File: src/ctb_cfg.svh
// Register offsets, field positions and timing counts for the trim/backup/timestamp block
`ifndef CTB_CFG_SVH
`define CTB_CFG_SVH
`define CTB_IDX_PD_MIN 8'h18
`define CTB_IDX_PD_HOUR 8'h19
`define CTB_IDX_PD_DATE 8'h1A
`define CTB_IDX_PD_MTH 8'h1B
`define CTB_IDX_PU_MIN 8'h1C
`define CTB_IDX_PU_HOUR 8'h1D
`define CTB_IDX_PU_DATE 8'h1E
`define CTB_IDX_PU_MTH 8'h1F
`define CTB_IDX_HOURS_TRIM 8'h20
`define CTB_IDX_CLOCK_CTRL 8'h21
`define CTB_IDX_TRIM_AMOUNT 8'h22
`define CTB_IDX_BACKUP_CTRL 8'h23
`define CTB_BIT_TRIM_DIR 7
`define CTB_BIT_CLOCK_OUTPUT_PIN_EN 6
`define CTB_BIT_COARSE 2
`define CTB_BIT_OSC_RUN 5
`define CTB_BIT_PWR_FAIL 4
`define CTB_BIT_BACKUP_EN 3
`define CTB_BIT_WDT_EN 0
`define CTB_MASK_MIN 8'h7F
`define CTB_MASK_HOUR 8'h7F
`define CTB_MASK_DATE 8'h3F
`define CTB_MASK_MTH 8'hFF
`define CTB_OSC_HZ 32768
`define CTB_TICKS_PER_SEC 16'h8000
`define CTB_SECS_PER_MIN 6'h3C
`endif

File: src/ctb_pkg.sv
// Types for the trim/backup/timestamp block
package ctb_pkg;
   typedef enum logic [1:0] {CTB_ST_IDLE, CTB_ST_RDATA, CTB_ST_BRESP} ctb_bus_t;
   typedef struct packed {
      logic [7:0] minutes;
      logic [7:0] hours;
      logic [7:0] date;
      logic [7:0] month;
   } ctb_stamp_t;
   typedef struct packed {
      ctb_bus_t bus;
      logic [31:0] rdata;
      logic rerr;
      logic berr;
      logic [7:0] hours_trim;
      logic [7:0] clock_ctrl;
      logic [7:0] trim_amount;
      logic backup_en;
      logic power_fail;
      logic wdt_en;
      ctb_stamp_t pd;
      ctb_stamp_t pu;
      logic [2:0] vmain_s;
      logic on_backup;
      logic [15:0] tick_cnt;
      logic [5:0] sec_cnt;
      logic [9:0] trim_left;
      logic half_wave;
      logic clk_out;
   } ctb_state_t;
endpackage

File: src/ctb_core.sv
// Coarse trim, backup switchover and power-fail timestamp logic with AXI4-Lite registers
//
// The AXI4-Lite slave port is this design's own decision.
`timescale 1ns/10ps
`default_nettype none
`include "ctb_cfg.svh"
module ctb_core
   import ctb_pkg::*;
#(
   parameter logic [15:0] TICKS_PER_SEC = `CTB_TICKS_PER_SEC,
   parameter logic [5:0] SECS_PER_MIN = `CTB_SECS_PER_MIN
) (
   input wire logic aclk,
   input wire logic aresetn,
   input wire logic [31:0] s_axi_awaddr,
   input wire logic s_axi_awvalid,
   output logic s_axi_awready,
   input wire logic [31:0] s_axi_wdata,
   input wire logic [3:0] s_axi_wstrb,
   input wire logic s_axi_wvalid,
   output logic s_axi_wready,
   output logic [1:0] s_axi_bresp,
   output logic s_axi_bvalid,
   input wire logic s_axi_bready,
   input wire logic [31:0] s_axi_araddr,
   input wire logic s_axi_arvalid,
   output logic s_axi_arready,
   output logic [31:0] s_axi_rdata,
   output logic [1:0] s_axi_rresp,
   output logic s_axi_rvalid,
   input wire logic s_axi_rready,
   input wire logic osc_tick,
   input wire logic main_above_threshold,
   input wire logic oscillator_running_flag,
   input wire ctb_stamp_t live_time,
   output logic clock_output_pin,
   output logic trim_pulse,
   output logic trim_add,
   output logic on_backup,
   output logic watchdog_enable
);
   ctb_state_t s_r;
   ctb_state_t s_nxt;
   logic [7:0] widx;
   logic [7:0] ridx;
   logic wr_go;
   logic rd_go;
   logic per_tick;
   logic sec_wrap;
   logic trim_evt;
   logic [7:0] rbyte;
   logic rhit;
   logic whit;
   logic main_ok;

   assign widx = s_axi_awaddr[9:2];
   assign ridx = s_axi_araddr[9:2];
   // Bus ignored while on backup: no new address handshake is accepted then
   assign s_axi_awready = (s_r.bus == CTB_ST_IDLE) && s_axi_awvalid && s_axi_wvalid
      && !s_r.on_backup;
   assign s_axi_wready = s_axi_awready;
   assign s_axi_arready = (s_r.bus == CTB_ST_IDLE) && s_axi_arvalid && !s_axi_awvalid
      && !s_r.on_backup;
   assign wr_go = s_axi_awready;
   assign rd_go = s_axi_arready;
   assign s_axi_bvalid = (s_r.bus == CTB_ST_BRESP);
   assign s_axi_bresp = s_r.berr ? 2'b10 : 2'b00;
   assign s_axi_rvalid = (s_r.bus == CTB_ST_RDATA);
   assign s_axi_rresp = s_r.rerr ? 2'b10 : 2'b00;
   assign s_axi_rdata = s_r.rdata;
   assign clock_output_pin = s_r.clk_out;
   assign on_backup = s_r.on_backup;
   assign watchdog_enable = s_r.wdt_en;
   assign trim_add = s_r.hours_trim[`CTB_BIT_TRIM_DIR];
   assign main_ok = s_r.vmain_s[1];

   assign per_tick = osc_tick;
   assign sec_wrap = per_tick && (s_r.tick_cnt == TICKS_PER_SEC - 16'h0001);
   // Trim interval: every second in coarse mode, else every minute
   assign trim_evt = sec_wrap && (s_r.clock_ctrl[`CTB_BIT_COARSE]
      || s_r.sec_cnt == SECS_PER_MIN - 6'h01);
   // One pulse per oscillator cycle to add or swallow, two per step
   assign trim_pulse = per_tick && (s_r.trim_left != 10'h000);

   always_comb begin
      rhit = 1'b1;
      unique case (ridx)
         `CTB_IDX_PD_MIN: rbyte = s_r.pd.minutes;
         `CTB_IDX_PD_HOUR: rbyte = s_r.pd.hours;
         `CTB_IDX_PD_DATE: rbyte = s_r.pd.date;
         `CTB_IDX_PD_MTH: rbyte = s_r.pd.month;
         `CTB_IDX_PU_MIN: rbyte = s_r.pu.minutes;
         `CTB_IDX_PU_HOUR: rbyte = s_r.pu.hours;
         `CTB_IDX_PU_DATE: rbyte = s_r.pu.date;
         `CTB_IDX_PU_MTH: rbyte = s_r.pu.month;
         `CTB_IDX_HOURS_TRIM: rbyte = s_r.hours_trim;
         `CTB_IDX_CLOCK_CTRL: rbyte = s_r.clock_ctrl;
         `CTB_IDX_TRIM_AMOUNT: rbyte = s_r.trim_amount;
         `CTB_IDX_BACKUP_CTRL: rbyte = {2'b00, oscillator_running_flag, s_r.power_fail,
            s_r.backup_en, 2'b00, s_r.wdt_en};
         default: begin
            rbyte = 8'h00;
            rhit = 1'b0;
         end
      endcase
      whit = (widx >= `CTB_IDX_PD_MIN) && (widx <= `CTB_IDX_BACKUP_CTRL);
   end

   always_comb begin
      s_nxt = s_r;
      s_nxt.vmain_s = {s_r.vmain_s[1:0], main_above_threshold};
      // Bus slave
      unique case (s_r.bus)
         CTB_ST_IDLE: begin
            if (wr_go) begin
               s_nxt.bus = CTB_ST_BRESP;
               s_nxt.berr = !whit;
            end else if (rd_go) begin
               s_nxt.bus = CTB_ST_RDATA;
               s_nxt.rerr = !rhit;
               s_nxt.rdata = {24'h00_0000, rbyte};
            end
         end
         CTB_ST_RDATA: if (s_axi_rready) s_nxt.bus = CTB_ST_IDLE;
         CTB_ST_BRESP: if (s_axi_bready) s_nxt.bus = CTB_ST_IDLE;
         // The fourth code of the two-bit state is illegal; fall back to idle
         default: s_nxt.bus = CTB_ST_IDLE;
      endcase
      if (wr_go && s_axi_wstrb[0]) begin
         unique case (widx)
            `CTB_IDX_PD_MIN: s_nxt.pd.minutes = s_axi_wdata[7:0] & `CTB_MASK_MIN;
            `CTB_IDX_PD_HOUR: s_nxt.pd.hours = s_axi_wdata[7:0] & `CTB_MASK_HOUR;
            `CTB_IDX_PD_DATE: s_nxt.pd.date = s_axi_wdata[7:0] & `CTB_MASK_DATE;
            `CTB_IDX_PD_MTH: s_nxt.pd.month = s_axi_wdata[7:0];
            `CTB_IDX_PU_MIN: s_nxt.pu.minutes = s_axi_wdata[7:0] & `CTB_MASK_MIN;
            `CTB_IDX_PU_HOUR: s_nxt.pu.hours = s_axi_wdata[7:0] & `CTB_MASK_HOUR;
            `CTB_IDX_PU_DATE: s_nxt.pu.date = s_axi_wdata[7:0] & `CTB_MASK_DATE;
            `CTB_IDX_PU_MTH: s_nxt.pu.month = s_axi_wdata[7:0];
            `CTB_IDX_HOURS_TRIM: s_nxt.hours_trim = s_axi_wdata[7:0];
            `CTB_IDX_CLOCK_CTRL: s_nxt.clock_ctrl = s_axi_wdata[7:0];
            `CTB_IDX_TRIM_AMOUNT: s_nxt.trim_amount = s_axi_wdata[7:0];
            `CTB_IDX_BACKUP_CTRL: begin
               s_nxt.backup_en = s_axi_wdata[`CTB_BIT_BACKUP_EN];
               s_nxt.wdt_en = s_axi_wdata[`CTB_BIT_WDT_EN];
               // Writing zero clears the flag and wipes both stamp sets
               if (!s_axi_wdata[`CTB_BIT_PWR_FAIL] && s_r.power_fail) begin
                  s_nxt.power_fail = 1'b0;
                  s_nxt.pd = '0;
                  s_nxt.pu = '0;
               end
            end
            default: ;
         endcase
      end
      // Switchover only possible with backup input enabled
      if (!s_r.on_backup && !main_ok && s_r.backup_en) begin
         s_nxt.on_backup = 1'b1;
         s_nxt.wdt_en = 1'b0;
         if (!s_r.power_fail) begin
            // Reserved bits forced to zero even if the live counters carry junk
            s_nxt.pd = live_time & {`CTB_MASK_MIN, `CTB_MASK_HOUR, `CTB_MASK_DATE,
               `CTB_MASK_MTH};
            s_nxt.power_fail = 1'b1;
         end
      end else if (s_r.on_backup && main_ok) begin
         s_nxt.on_backup = 1'b0;
         // Power-up stamp belongs to the failure just logged
         if (s_r.power_fail && s_r.pu == '0) begin
            s_nxt.pu = live_time & {`CTB_MASK_MIN, `CTB_MASK_HOUR, `CTB_MASK_DATE,
               `CTB_MASK_MTH};
         end
      end
      // Timekeeping divider and trim keep running on backup
      if (per_tick) begin
         s_nxt.tick_cnt = sec_wrap ? 16'h0000 : s_r.tick_cnt + 16'h0001;
         if (s_r.trim_left != 10'h000) s_nxt.trim_left = s_r.trim_left - 10'h001;
         if (sec_wrap) begin
            s_nxt.half_wave = 1'b0;
            s_nxt.sec_cnt = (s_r.sec_cnt == SECS_PER_MIN - 6'h01) ? 6'h00
               : s_r.sec_cnt + 6'h01;
         end else if (s_r.tick_cnt == {1'b0, TICKS_PER_SEC[15:1]} - 16'h0001) begin
            s_nxt.half_wave = 1'b1;
         end
         if (trim_evt) s_nxt.trim_left = {1'b0, s_r.trim_amount, 1'b0};
      end
      // Trimmed 1 Hz square wave, driven only in coarse mode with the pin enable set, suppressed on backup
      s_nxt.clk_out = s_r.clock_ctrl[`CTB_BIT_COARSE] && s_r.clock_ctrl[`CTB_BIT_CLOCK_OUTPUT_PIN_EN]
         && !s_r.on_backup && !s_nxt.half_wave;
   end

   always_ff @(posedge aclk) begin
      if (!aresetn) begin
         s_r <= '0;
         s_r.vmain_s <= 3'b111;
      end else begin
         s_r <= s_nxt;
      end
   end

   a_backup_gate: assert property (@(posedge aclk) disable iff (!aresetn)
      $rose(s_r.on_backup) |-> $past(s_r.backup_en))
      else $error("Switched to backup without enable");
   a_clock_output_pin_quiet: assert property (@(posedge aclk) disable iff (!aresetn)
      s_r.on_backup |=> !clock_output_pin || !s_r.on_backup)
      else $error("Clock output driven on backup");
   a_wdt_clear: assert property (@(posedge aclk) disable iff (!aresetn)
      $rose(s_r.on_backup) |-> !watchdog_enable)
      else $error("Watchdog enable not cleared");
   a_flag_set: assert property (@(posedge aclk) disable iff (!aresetn)
      $rose(s_r.on_backup) |-> s_r.power_fail)
      else $error("Power-fail flag not set");
   a_stamp_hold: assert property (@(posedge aclk) disable iff (!aresetn)
      ($past(s_r.power_fail) && s_r.power_fail && !$past(wr_go)) |-> $stable(s_r.pd))
      else $error("Stamp overwritten while flag set");
   a_clear_wipe: assert property (@(posedge aclk) disable iff (!aresetn)
      $fell(s_r.power_fail) |-> (s_r.pd == '0 && s_r.pu == '0))
      else $error("Stamps not cleared with flag");
   a_bus_ignored: assert property (@(posedge aclk) disable iff (!aresetn)
      s_r.on_backup |-> !s_axi_awready && !s_axi_arready)
      else $error("Bus accepted on backup");
   a_trim_len: assert property (@(posedge aclk) disable iff (!aresetn)
      (per_tick && trim_evt) |=> s_r.trim_left == {1'b0, $past(s_r.trim_amount), 1'b0})
      else $error("Trim count wrong");
   a_min_bit7: assert property (@(posedge aclk) disable iff (!aresetn)
      !s_r.pd.minutes[7] && !s_r.pu.minutes[7] && s_r.pd.date[7:6] == 2'b00)
      else $error("Reserved stamp bit set");
endmodule
`default_nettype wire

File: config.mk
export PLATFORM = sky130hd
export DESIGN_NAME = ctb_core
export DESIGN_NICKNAME = d
export VERILOG_FILES = /design/src/ctb_pkg.sv /design/src/ctb_core.sv
export VERILOG_INCLUDE_DIRS = /design/src
export SDC_FILE = /design/constraint.sdc
export NUM_CORES = 1
export LEC_CHECK = 0
export BUFFER_PORTS_ARGS = -buffer_cell sky130_fd_sc_hd__buf_4
export CORE_UTILIZATION = 56
export DETAILED_ROUTE_END_ITERATION = 10
export PLACE_DENSITY = 0.92
export SLEW_MARGIN = 0
export SYNTH_ARGS = -nofsm -noshare
export SYNTH_HDL_FRONTEND = slang
export SYNTH_SLANG_ARGS = --single-unit
File: constraint.sdc
create_clock -name aclk -period 3.4 [get_ports aclk]
set_input_delay 0.68 -clock aclk [delete_from_list [all_inputs] [get_ports aclk]]
set_output_delay 0.68 -clock aclk [all_outputs]
set_load 0.02 [all_outputs]
Word level (Yosys, flattened, before mapping)
Cells that the tools add are included.
{ "word_totals": {"output_inout_bits": 46, "reg_bits": 140, "elab_cells": 143} }
{ "classes": {"muxes": 36, "magnitude_cmp": 2, "reduce_logical": 43, "n_eq_ne": 32, "n_bitwise": 2, "n_addsub": 3} }
{ "op_table": {"columns": ["cell", "count"], "rows": [
  ["8-bit by 5-bit equality test with 1-bit output (second input constant)", 16],
  ["32-bit 2-to-1 mux", 4],
  ["8-bit one-hot mux with 2 select lines", 8],
  ["8-bit one-hot mux with 12 select lines", 1],
  ["66-bit 2-to-1 mux", 1],
  ["8-bit by 6-bit equality test with 1-bit output (second input constant)", 8],
  ["64-bit 2-to-1 mux", 1],
  ["35-bit 2-to-1 mux", 1],
  ["34-bit 2-to-1 mux", 1],
  ["32-bit logical NOT", 1],
  ["10-bit 2-to-1 mux", 2],
  ["1-bit logical AND", 19],
  ["16-bit by 1-bit adder with 16-bit output (second input constant)", 1],
  ["16-bit by 14-bit equality test with 1-bit output (second input constant)", 1],
  ["16-bit by 15-bit equality test with 1-bit output (second input constant)", 1],
  ["16-bit 2-to-1 mux", 1],
  ["2-bit AND reduction", 7],
  ["2-bit 2-to-1 mux", 6],
  ["12-bit OR reduction", 1],
  ["10-bit nonzero test", 1],
  ["10-bit by 1-bit subtractor with 10-bit output (second input constant)", 1],
  ["8-bit by 5-bit >= comparator with 1-bit output (second input constant)", 1],
  ["8-bit by 6-bit <= comparator with 1-bit output (second input constant)", 1],
  ["1-bit 2-to-1 mux", 8],
  ["other kinds (15)", 25]
]} }

Depth between registers and ports, before layout
Gate-level depths: netlist (run 1).
{ "depth": {"word_depth": 9, "mapped_depth": 8} }

Least setup slack after synthesis (run 1)
No wires, ideal clock.
{ "synth_path": {"path_type": "input to register", "start": "in s_axi_araddr[2]", "end": "reg s_r (netlist bit s_axi_rdata[4])", "arrival_time_ns": 2.231, "required_time_ns": 3.276, "setup_time_ns": 0.124, "path_stages": 6, "slack_ns": 1.045, "cell_sequence": "clkbuf_1 > buf_2 > buf_1 > mux4_2 > a221oi_1 > a21oi_1"} }
{ "synth_via": {"elab_chain_cells": 2, "word_cells_on_any_way": 13, "cone_classes": "12 x eq/ne; 1 x mux"} }
{ "synth_lines": {"columns": ["item", "line_no", "rtl"], "rows": [
  ["start, declared", "ctb_core.sv:25", "input wire logic [31:0] s_axi_araddr,"],
  ["8-bit by 6-bit equality test with 1-bit output / 8-bit by 5-bit equality test with 1-bit output (equally long branches)", "ctb_core.sv:87", "unique case (ridx)"],
  ["8-bit one-hot mux with 12 select lines (*)", "ctb_core.sv:87", null],
  ["end signal, assigned", "ctb_core.sv:196", "s_r <= s_nxt;"],
  ["end, declared", "ctb_core.sv:42", "ctb_state_t s_r;"]
]} }
Every way passes the cells marked *; elsewhere a longest branch is shown, timed or not.
A chain may end at the register's enable or synchronous reset.

Worst setup path after layout (run 1)
{ "layout_path": {"start": "reg s_r[2] (netlist name)", "end": "out trim_pulse"} }
{ "layout_via": {"elab_chain_cells": 2} }
{ "layout_lines": {"columns": ["item", "line_no", "rtl"], "rows": [
  ["10-bit nonzero test", "ctb_core.sv:83", "assign trim_pulse = per_tick && (s_r.trim_left != 10'h000);"],
  ["1-bit logical AND", "ctb_core.sv:83", null],
  ["end, declared", "ctb_core.sv:37", "output logic trim_pulse,"]
]} }
No other way between the ends.

==> reports/qor.yml, run 1 <==
status:
  outcome: "finished, final reports clean"
global_routing:
  grt_pass1_wl_mm: 32.3
  track_usage: 0.313
  grt_pass1_vias: 6423
  grt-ovfl-total: 0
  antenna_found_initial: 0
  grt_max_degree: 74
layout:
  final_cells: 1074
  final_nets: 1035
  areaGrowthSynthToFinish_pct: 15.0
  drive_gt1_frac: 0.171
  fin_util: 0.666
  diodes: 0
  final_cell_area_sq_um: 8470
floorplan:
  dieArea_sq_um: 13600
  start_util: 0.579
  die_w_um: 117
  ios: 188
  die_h_um: 117
  coreArea_sq_um: 12700
  rows: 41
route:
  vias: 6882
  first_iter_violations: 892
  vias_per_cell: 6.41
  wl_per_cell_um: 19.4
  first_pass_iters: 6
  drcViolationCount: 0
  wl_mm: 20.9
  ant_nets: 0
clock_network:
  cts_resized: 0
  htreeDepth: 4
  cts_buffers: 17
  cts_root_buf: "clkbuf_16"
  clk_latency_ps: 430
  clock_path_buffers: 2
  cts_tree: "built"
  clkTransAtPathRegs_ps: 60
  postCtsSetupBuffers: 0
  clock-sinks: 140
  cts_hold_buf: 0
run:
  max_cap_viol_count: 0
worst_setup_path:
  cp-end-kind: "primary output"
  cpLargestDelayFamily: "simple AND/OR/NAND/NOR gates"
  arrival_ps: 2060
  ff2ff_path_depth: 5
  critPathLaunch: "s_r[2]$_SDFFE_PN0P_"
  path_cells: "inv_1 > ha_1 > nor3b_1 > a31oi_1 > buf_4"
  critPathMaxFanout: 5
  cp_num_buf_inv: 2
  critPathKind: "reg -> out"
  cp-endpoint: "trim_pulse"
  cp.depth: 5
  worst_r2r_startpoint: "s_r[59]$_SDFF_PN0_"
  worst_r2r_endpoint: "s_r[61]$_SDFF_PN0_"
  rrSetupSlack_ps: 790
  cp_slowest_cell: "nor3b_1"
  startpoint_type: "register"
  crit_required_ps: 2720
  critPathMaxStageDelay_ps: 480
pwr:
  p_leak_nw: 3.29
  p_total_mw: 4.36
  p_per_area_nw_per_um2: 514
  vdd_drop_max_mv: 0.421
timing:
  finalCritPeriodShare: 0.807
  fin_ws_ps: 658
  fmax_ghz: 0.365
  final_max_slew_viol_count: 0
  rsz0062_at_grt: "false"
  worstMarginPinSlew_ps: 1120
  min_period_ps: 2740
  hold_slack_ps: 417
  relSlewSlack: 0.255
  setup-tns-final_ps: 0
  finalHoldViolCount: 0
  clock-skew-final_ps: 7.56
  finalSetupViolCount: 0
synth:
  synth_cell_types: 69
  yosys_warnings: 0
  avgSynthCellArea_sq_um: 8.70
  synth_cells: 846
  ys_seq_elements: 140
  ys_seq_area_frac: 0.381
  synth_top_family_by_area: "compound AO/OA/AOI/OAI gates"
  syn_area_sq_um: 7360
  synthArstFlopShare: 0
  synth_edf_count: 0
  synth-compound-area-share: 0.218
  synth_flop_cell: "dfxtp_1"
  synth_xor_area_frac: 0.0214
  synthMuxAreaShare: 0.0912
  synth_fa_ha_area_frac: 0.00680
  yosys.area_share.simple: 0.207
placed_design:
  gp_congestion: 0.945
  place_inst: 1042
  postPlaceCellArea_sq_um: 7870
  pre_cts_ws_ps: 592
  port_buffers: 82
  place_hpwl_mm: 14.4
worst_hold_path:
  min_delay_path_depth: 1
  hp-class: "reg -> reg"
cells in the mapped netlist, types with 5 or more instances:
| cell type | count | area share |
|---|---|---|
| o211ai_1 | 6 | 0.0061 |
| clkbuf_1 | 43 | 0.022 |
| or3_1 | 6 | 0.0051 |
| mux2i_1 | 39 | 0.053 |
| nor3_1 | 11 | 0.0075 |
| and2_1 | 9 | 0.0076 |
| nand3_1 | 13 | 0.0088 |
| a21boi_0 | 7 | 0.0071 |
| o21ai_0 | 78 | 0.053 |
| a22oi_1 | 9 | 0.0092 |
| a221oi_1 | 35 | 0.042 |
| nor2_1 | 69 | 0.035 |
| nand2b_1 | 6 | 0.0051 |
| dfxtp_1 | 140 | 0.38 |
| xor2_1 | 8 | 0.0095 |
| buf_1 | 5 | 0.0025 |
| o21ai_1 | 22 | 0.015 |
| buf_4 | 39 | 0.040 |
| nand4_1 | 9 | 0.0076 |
| and3_1 | 14 | 0.012 |
| o21a_1 | 6 | 0.0061 |
| a21oi_1 | 64 | 0.044 |
| nor4b_1 | 5 | 0.0059 |
| mux4_2 | 11 | 0.034 |
| xnor2_1 | 10 | 0.012 |
| nor4_1 | 7 | 0.0059 |
| nand2_1 | 35 | 0.018 |
| inv_1 | 14 | 0.0071 |
| nor2b_1 | 35 | 0.030 |
cells in the final DEF, fill, tap and decap left out, drive strengths merged, types with 11 or more instances in the layout:
cell and count:
inv 14, nor2b 35, a21oi 64, mux2i 39, dfxtp 140, mux4 11, conb 26, clkbuf 21
o21ai 100, nor3 14, nor2 71, nand2 35, nor4 12, nand3 16, a221oi 35, and3 14
buf 90
metal layers:
metal	part of all wire	GRT usage
met5	0	0
met4	0.045	0.151
met3	0.099	0.0872
met2	0.48	0.526
met1	0.38	0.370
report_power, final:
group	internal (mW)	total, mW	leakage, nW	switching [mW]
logic	0.305	0.703	1.87	0.399
clock network	1.17	1.89	0.291	0.717
registers	1.70	1.77	1.13	0.0638
cell type report:
class | instances | area [sq um]
multi-input combinational | 626 | 4110
tap | 172 | 215
clock inverter | 11 | 144
clock buffer | 21 | 450
sequential | 140 | 2800
fill | 982 | 4260
inverter | 14 | 52.6
timing repair buffer | 90 | 688
worst register-to-register path: cells and delay by family, from the launching register on:
family | cells | cell delay [ps]
flip-flops | 1 | 330
AND/OR/NAND/NOR | 5 | 2170
sequential cells by signal, indices dropped and copies added, names as in the netlist:
register,flops
s_nxt,1
on_backup,1
s_r,126
main_ok,1
watchdog_enable,1
s_axi_rdata,8
trim_add,1
clock_output_pin,1
cells by family (layout without fill, tap and decap cells):
| family | after synthesis | in the layout |
|---|---|---|
| compound gates | 260 | 260 |
| flops | 140 | 140 |
| mux | 53 | 53 |
| buf+inv | 105 | 136 |
| other cells | 1 | 26 |
| simple gates | 265 | 265 |
| xor+xnor | 18 | 18 |
| fa+ha+maj | 4 | 4 |
worst min-delay path by stage:
stage	start	to	slack [ps]
finish	s_nxt[36]$_SDFF_PN1_	main_ok$_SDFF_PN1_	420
global route	main_above_threshold	s_nxt[36]$_SDFF_PN1_	440
CTS	s_nxt[36]$_SDFF_PN1_	main_ok$_SDFF_PN1_	420
detailed placement	s_nxt[36]$_SDFF_PN1_	main_ok$_SDFF_PN1_	400
global placement	s_nxt[36]$_SDFF_PN1_	main_ok$_SDFF_PN1_	390
floorplan	s_nxt[36]$_SDFF_PN1_	main_ok$_SDFF_PN1_	390
No activity file was read; power rests on OpenSTA's default activity.
==> inputs of run 2 (changes only) <==
--- a/config.mk
+++ b/config.mk
@@ -7,9 +7,9 @@
 export NUM_CORES = 1
 export LEC_CHECK = 0
 export BUFFER_PORTS_ARGS = -buffer_cell sky130_fd_sc_hd__buf_4
-export CORE_UTILIZATION = 56
+export CORE_UTILIZATION = 48
 export DETAILED_ROUTE_END_ITERATION = 10
-export PLACE_DENSITY = 0.92
+export PLACE_DENSITY = 0.84
 export SLEW_MARGIN = 0
 export SYNTH_ARGS = -nofsm -noshare
 export SYNTH_HDL_FRONTEND = slang
==> constraint.sdc (replaced) <==
create_clock -name aclk -period 2.4 [get_ports aclk]
set_input_delay 0.48 -clock aclk [delete_from_list [all_inputs] [get_ports aclk]]
set_output_delay 0.48 -clock aclk [all_outputs]
set_load 0.02 [all_outputs]
==> reports/qor.yml, run 2 (synthesis gave the netlist of run 1 again) <==
route:
  ant_nets: 0  # unchanged
  dr.max_layer_used: "met4"
  routed-wl-met2_mm: 10.0  # +0.59%
  wl_mm: 21.4  # +2.7%
  vias: 6870  # -0.17%
  drcViolationCount: 0  # unchanged
  vias_per_cell: 6.14  # -4.2%
  wl_met1_mm: 8.58  # +8.3%
  wl_per_cell_um: 19.2  # -1.5%
  wl_met3_mm: 1.72  # -17%
  first_iter_violations: 658  # -26%
  first_pass_iters: 5  # -1
pwr:
  vdd_drop_max_mv: 0.520  # +23%
  p_leak_nw: 3.50  # +6.1%
  p_total_mw: 6.57  # +51%
  p_per_area_nw_per_um2: 745  # +45%
global_routing:
  grt-ovfl-total: 0  # unchanged
  grt_pass1_wl_mm: 34.2  # +5.9%
  track_usage: 0.277  # -0.0360
  antenna_found_initial: 0  # unchanged
  grt_max_degree: 56  # -24%
  grt_pass1_vias: 6624  # +3.1%
worst_hold_path:
  min_to: "s_nxt[36]$_SDFF_PN1_"
  min_delay_path_depth: 2  # +1
  worstHoldStart: "main_above_threshold"
  hp-class: "in -> reg"
timing:
  finalHoldViolCount: 0  # unchanged
  finalCritPeriodShare: 0.936
  clock-skew-final_ps: 8.69  # +1.13 ps
  rsz0062_at_grt: "false"
  setup-tns-final_ps: 0  # unchanged
  worstMarginPinSlew_ps: 786  # -331 ps
  min_period_ps: 2250
  fin_ws_ps: 153  # -505 ps
  fmax_ghz: 0.445
  final_max_slew_viol_count: 0  # unchanged
  relSlewSlack: 0.476  # +0.220
  finalSetupViolCount: 0  # unchanged
worst_setup_path:
  cp_slowest_cell: "dfxtp_1"
  ff2ff_path_depth: 5  # unchanged
  rrSetupSlack_ps: 160  # -630 ps
  crit_required_ps: 1920  # -800 ps
  critPathKind: "reg -> out"
  cp-end-kind: "primary output"
  worst_r2r_endpoint: "s_r[48]$_SDFF_PN0_"
  arrival_ps: 1770  # -290 ps
  worst_r2r_startpoint: "on_backup$_SDFFE_PN0P_"
  critPathMaxFanout: 12  # +7
  critPathMaxStageDelay_ps: 570  # +90 ps
  startpoint_type: "register"
  path_cells: "nor3_1 > buf_4 > nand3b_1 > buf_4 > inv_1 > buf_4"
  crit_top_cell: "buf_4"
layout:
  drive_gt1_frac: 0.204  # +0.0335
  regMostFlops: "s_r"
  areaGrowthSynthToFinish_pct: 19.8
  largest_register_ffs: 126  # unchanged
  final_cell_area_sq_um: 8820  # +4.2%
  diodes: 0  # unchanged
  layout.area.seq_sq_um: 2800  # unchanged
  final_common_cell: "dfxtp_1"
  most-common-layout-cells: "dfxtp_1, buf_4, o21ai_0"
  final_nets: 1068  # +3.2%
  fillCellCount: 1287  # +31%
  multiInputGateArea_sq_um: 4120  # +0.12%
floorplan:
  coreArea_sq_um: 14800  # +16%
  start_util: 0.499  # -0.0797
  ios: 188  # unchanged
  dieArea_sq_um: 15800  # +16%
  rows: 44  # +7.3%
  die_h_um: 126  # +7.9%
  die_w_um: 126  # +7.9%
clock_network:
  cts_tree: "built"
  cts_root_buf: "clkbuf_16"
  clock_path_buffers: 2  # unchanged
  postCtsSetupBuffers: 0  # unchanged
  clock-sinks: 140  # unchanged
  htreeDepth: 4  # unchanged
  cts_resized: 1  # +1
  clk_latency_ps: 420  # about the same
  cts_hold_buf: 0  # unchanged
  clkTransAtPathRegs_ps: 70  # about the same
  cts_buffers: 17  # unchanged
status:
  outcome: "finished, final reports clean"
placed_design:
  gp_congestion: 0.949  # +0.43%
  pre_cts_ws_ps: 19.8  # -572 ps
  port_buffers: 82  # unchanged
  place_hpwl_mm: 15.0  # +4.0%
  postPlaceCellArea_sq_um: 8140  # +3.3%
run:
  max_cap_viol_count: 0  # unchanged
run 2: changes by cell type in the layout (fill, tap and decap cells not counted), sizes merged:
cell      before  now
clkinvlp       1    0
bufinv         3    6
inv           14   17
buf           90  123
clkbuf        21   18
clkinv         7    5
run 2: cell type report:
class                      instances  share of cell area
clock inverter                    14              0.0271
multi-input combinational        626               0.467
clock buffer                      18              0.0498
tap                              184              0.0261
timing repair buffer             123               0.106
sequential                       140               0.318
inverter                          14             0.00596
run 2: layer usage:
layer,vias to the layer above,global-route usage
li1,3207,-
met1,3226,0.339
met2,349,0.453
met3,88,0.0578
met4,0,0.162
met5,-,0
run 2: how the worst max path moves through the flow:
stage,from,to,slack [ps],cells after the start
global placement,s_axi_awaddr[4],s_r[49]$_SDFF_PN0_,60,7
CTS,on_backup$_SDFFE_PN0P_,s_axi_arready,130,6
finish,on_backup$_SDFFE_PN0P_,s_axi_arready,150,6
detailed placement,s_axi_awaddr[4],s_r[48]$_SDFF_PN0_,20,7
global route,on_backup$_SDFFE_PN0P_,s_axi_arready,30,6
floorplan,s_axi_araddr[2],s_axi_rdata[4]$_SDFFE_PN0P_,240,6
run 2: critical path: cells and delay by family, from the launching register on:
family                 cells  cell delay [ps]
flip-flops                 1              570
buffers and inverters      4              590
AND/OR/NAND/NOR            2              180
run 2: where the power goes:
group / internal (mW) / switching, mW / leakage (nW)
registers: 2.41 / 0.0900 / 1.13
logic: 0.483 / 0.552 / 2.03
clock network: 1.98 / 1.05 / 0.335
total: 4.88 / 1.69 / 3.50
run 2: through the flow:
| step | hold WS [ps] | util | cells |
|---|---|---|---|
| floorplan | 386 | - | 871 |
| global placement | 401 | 0.551 | 1087 |
| detailed placement | 402 | 0.551 | 1087 |
| CTS | 245 | 0.598 | 1119 |
| global route | 268 | 0.598 | 1119 |
| finish | 249 | 0.598 | 1119 |
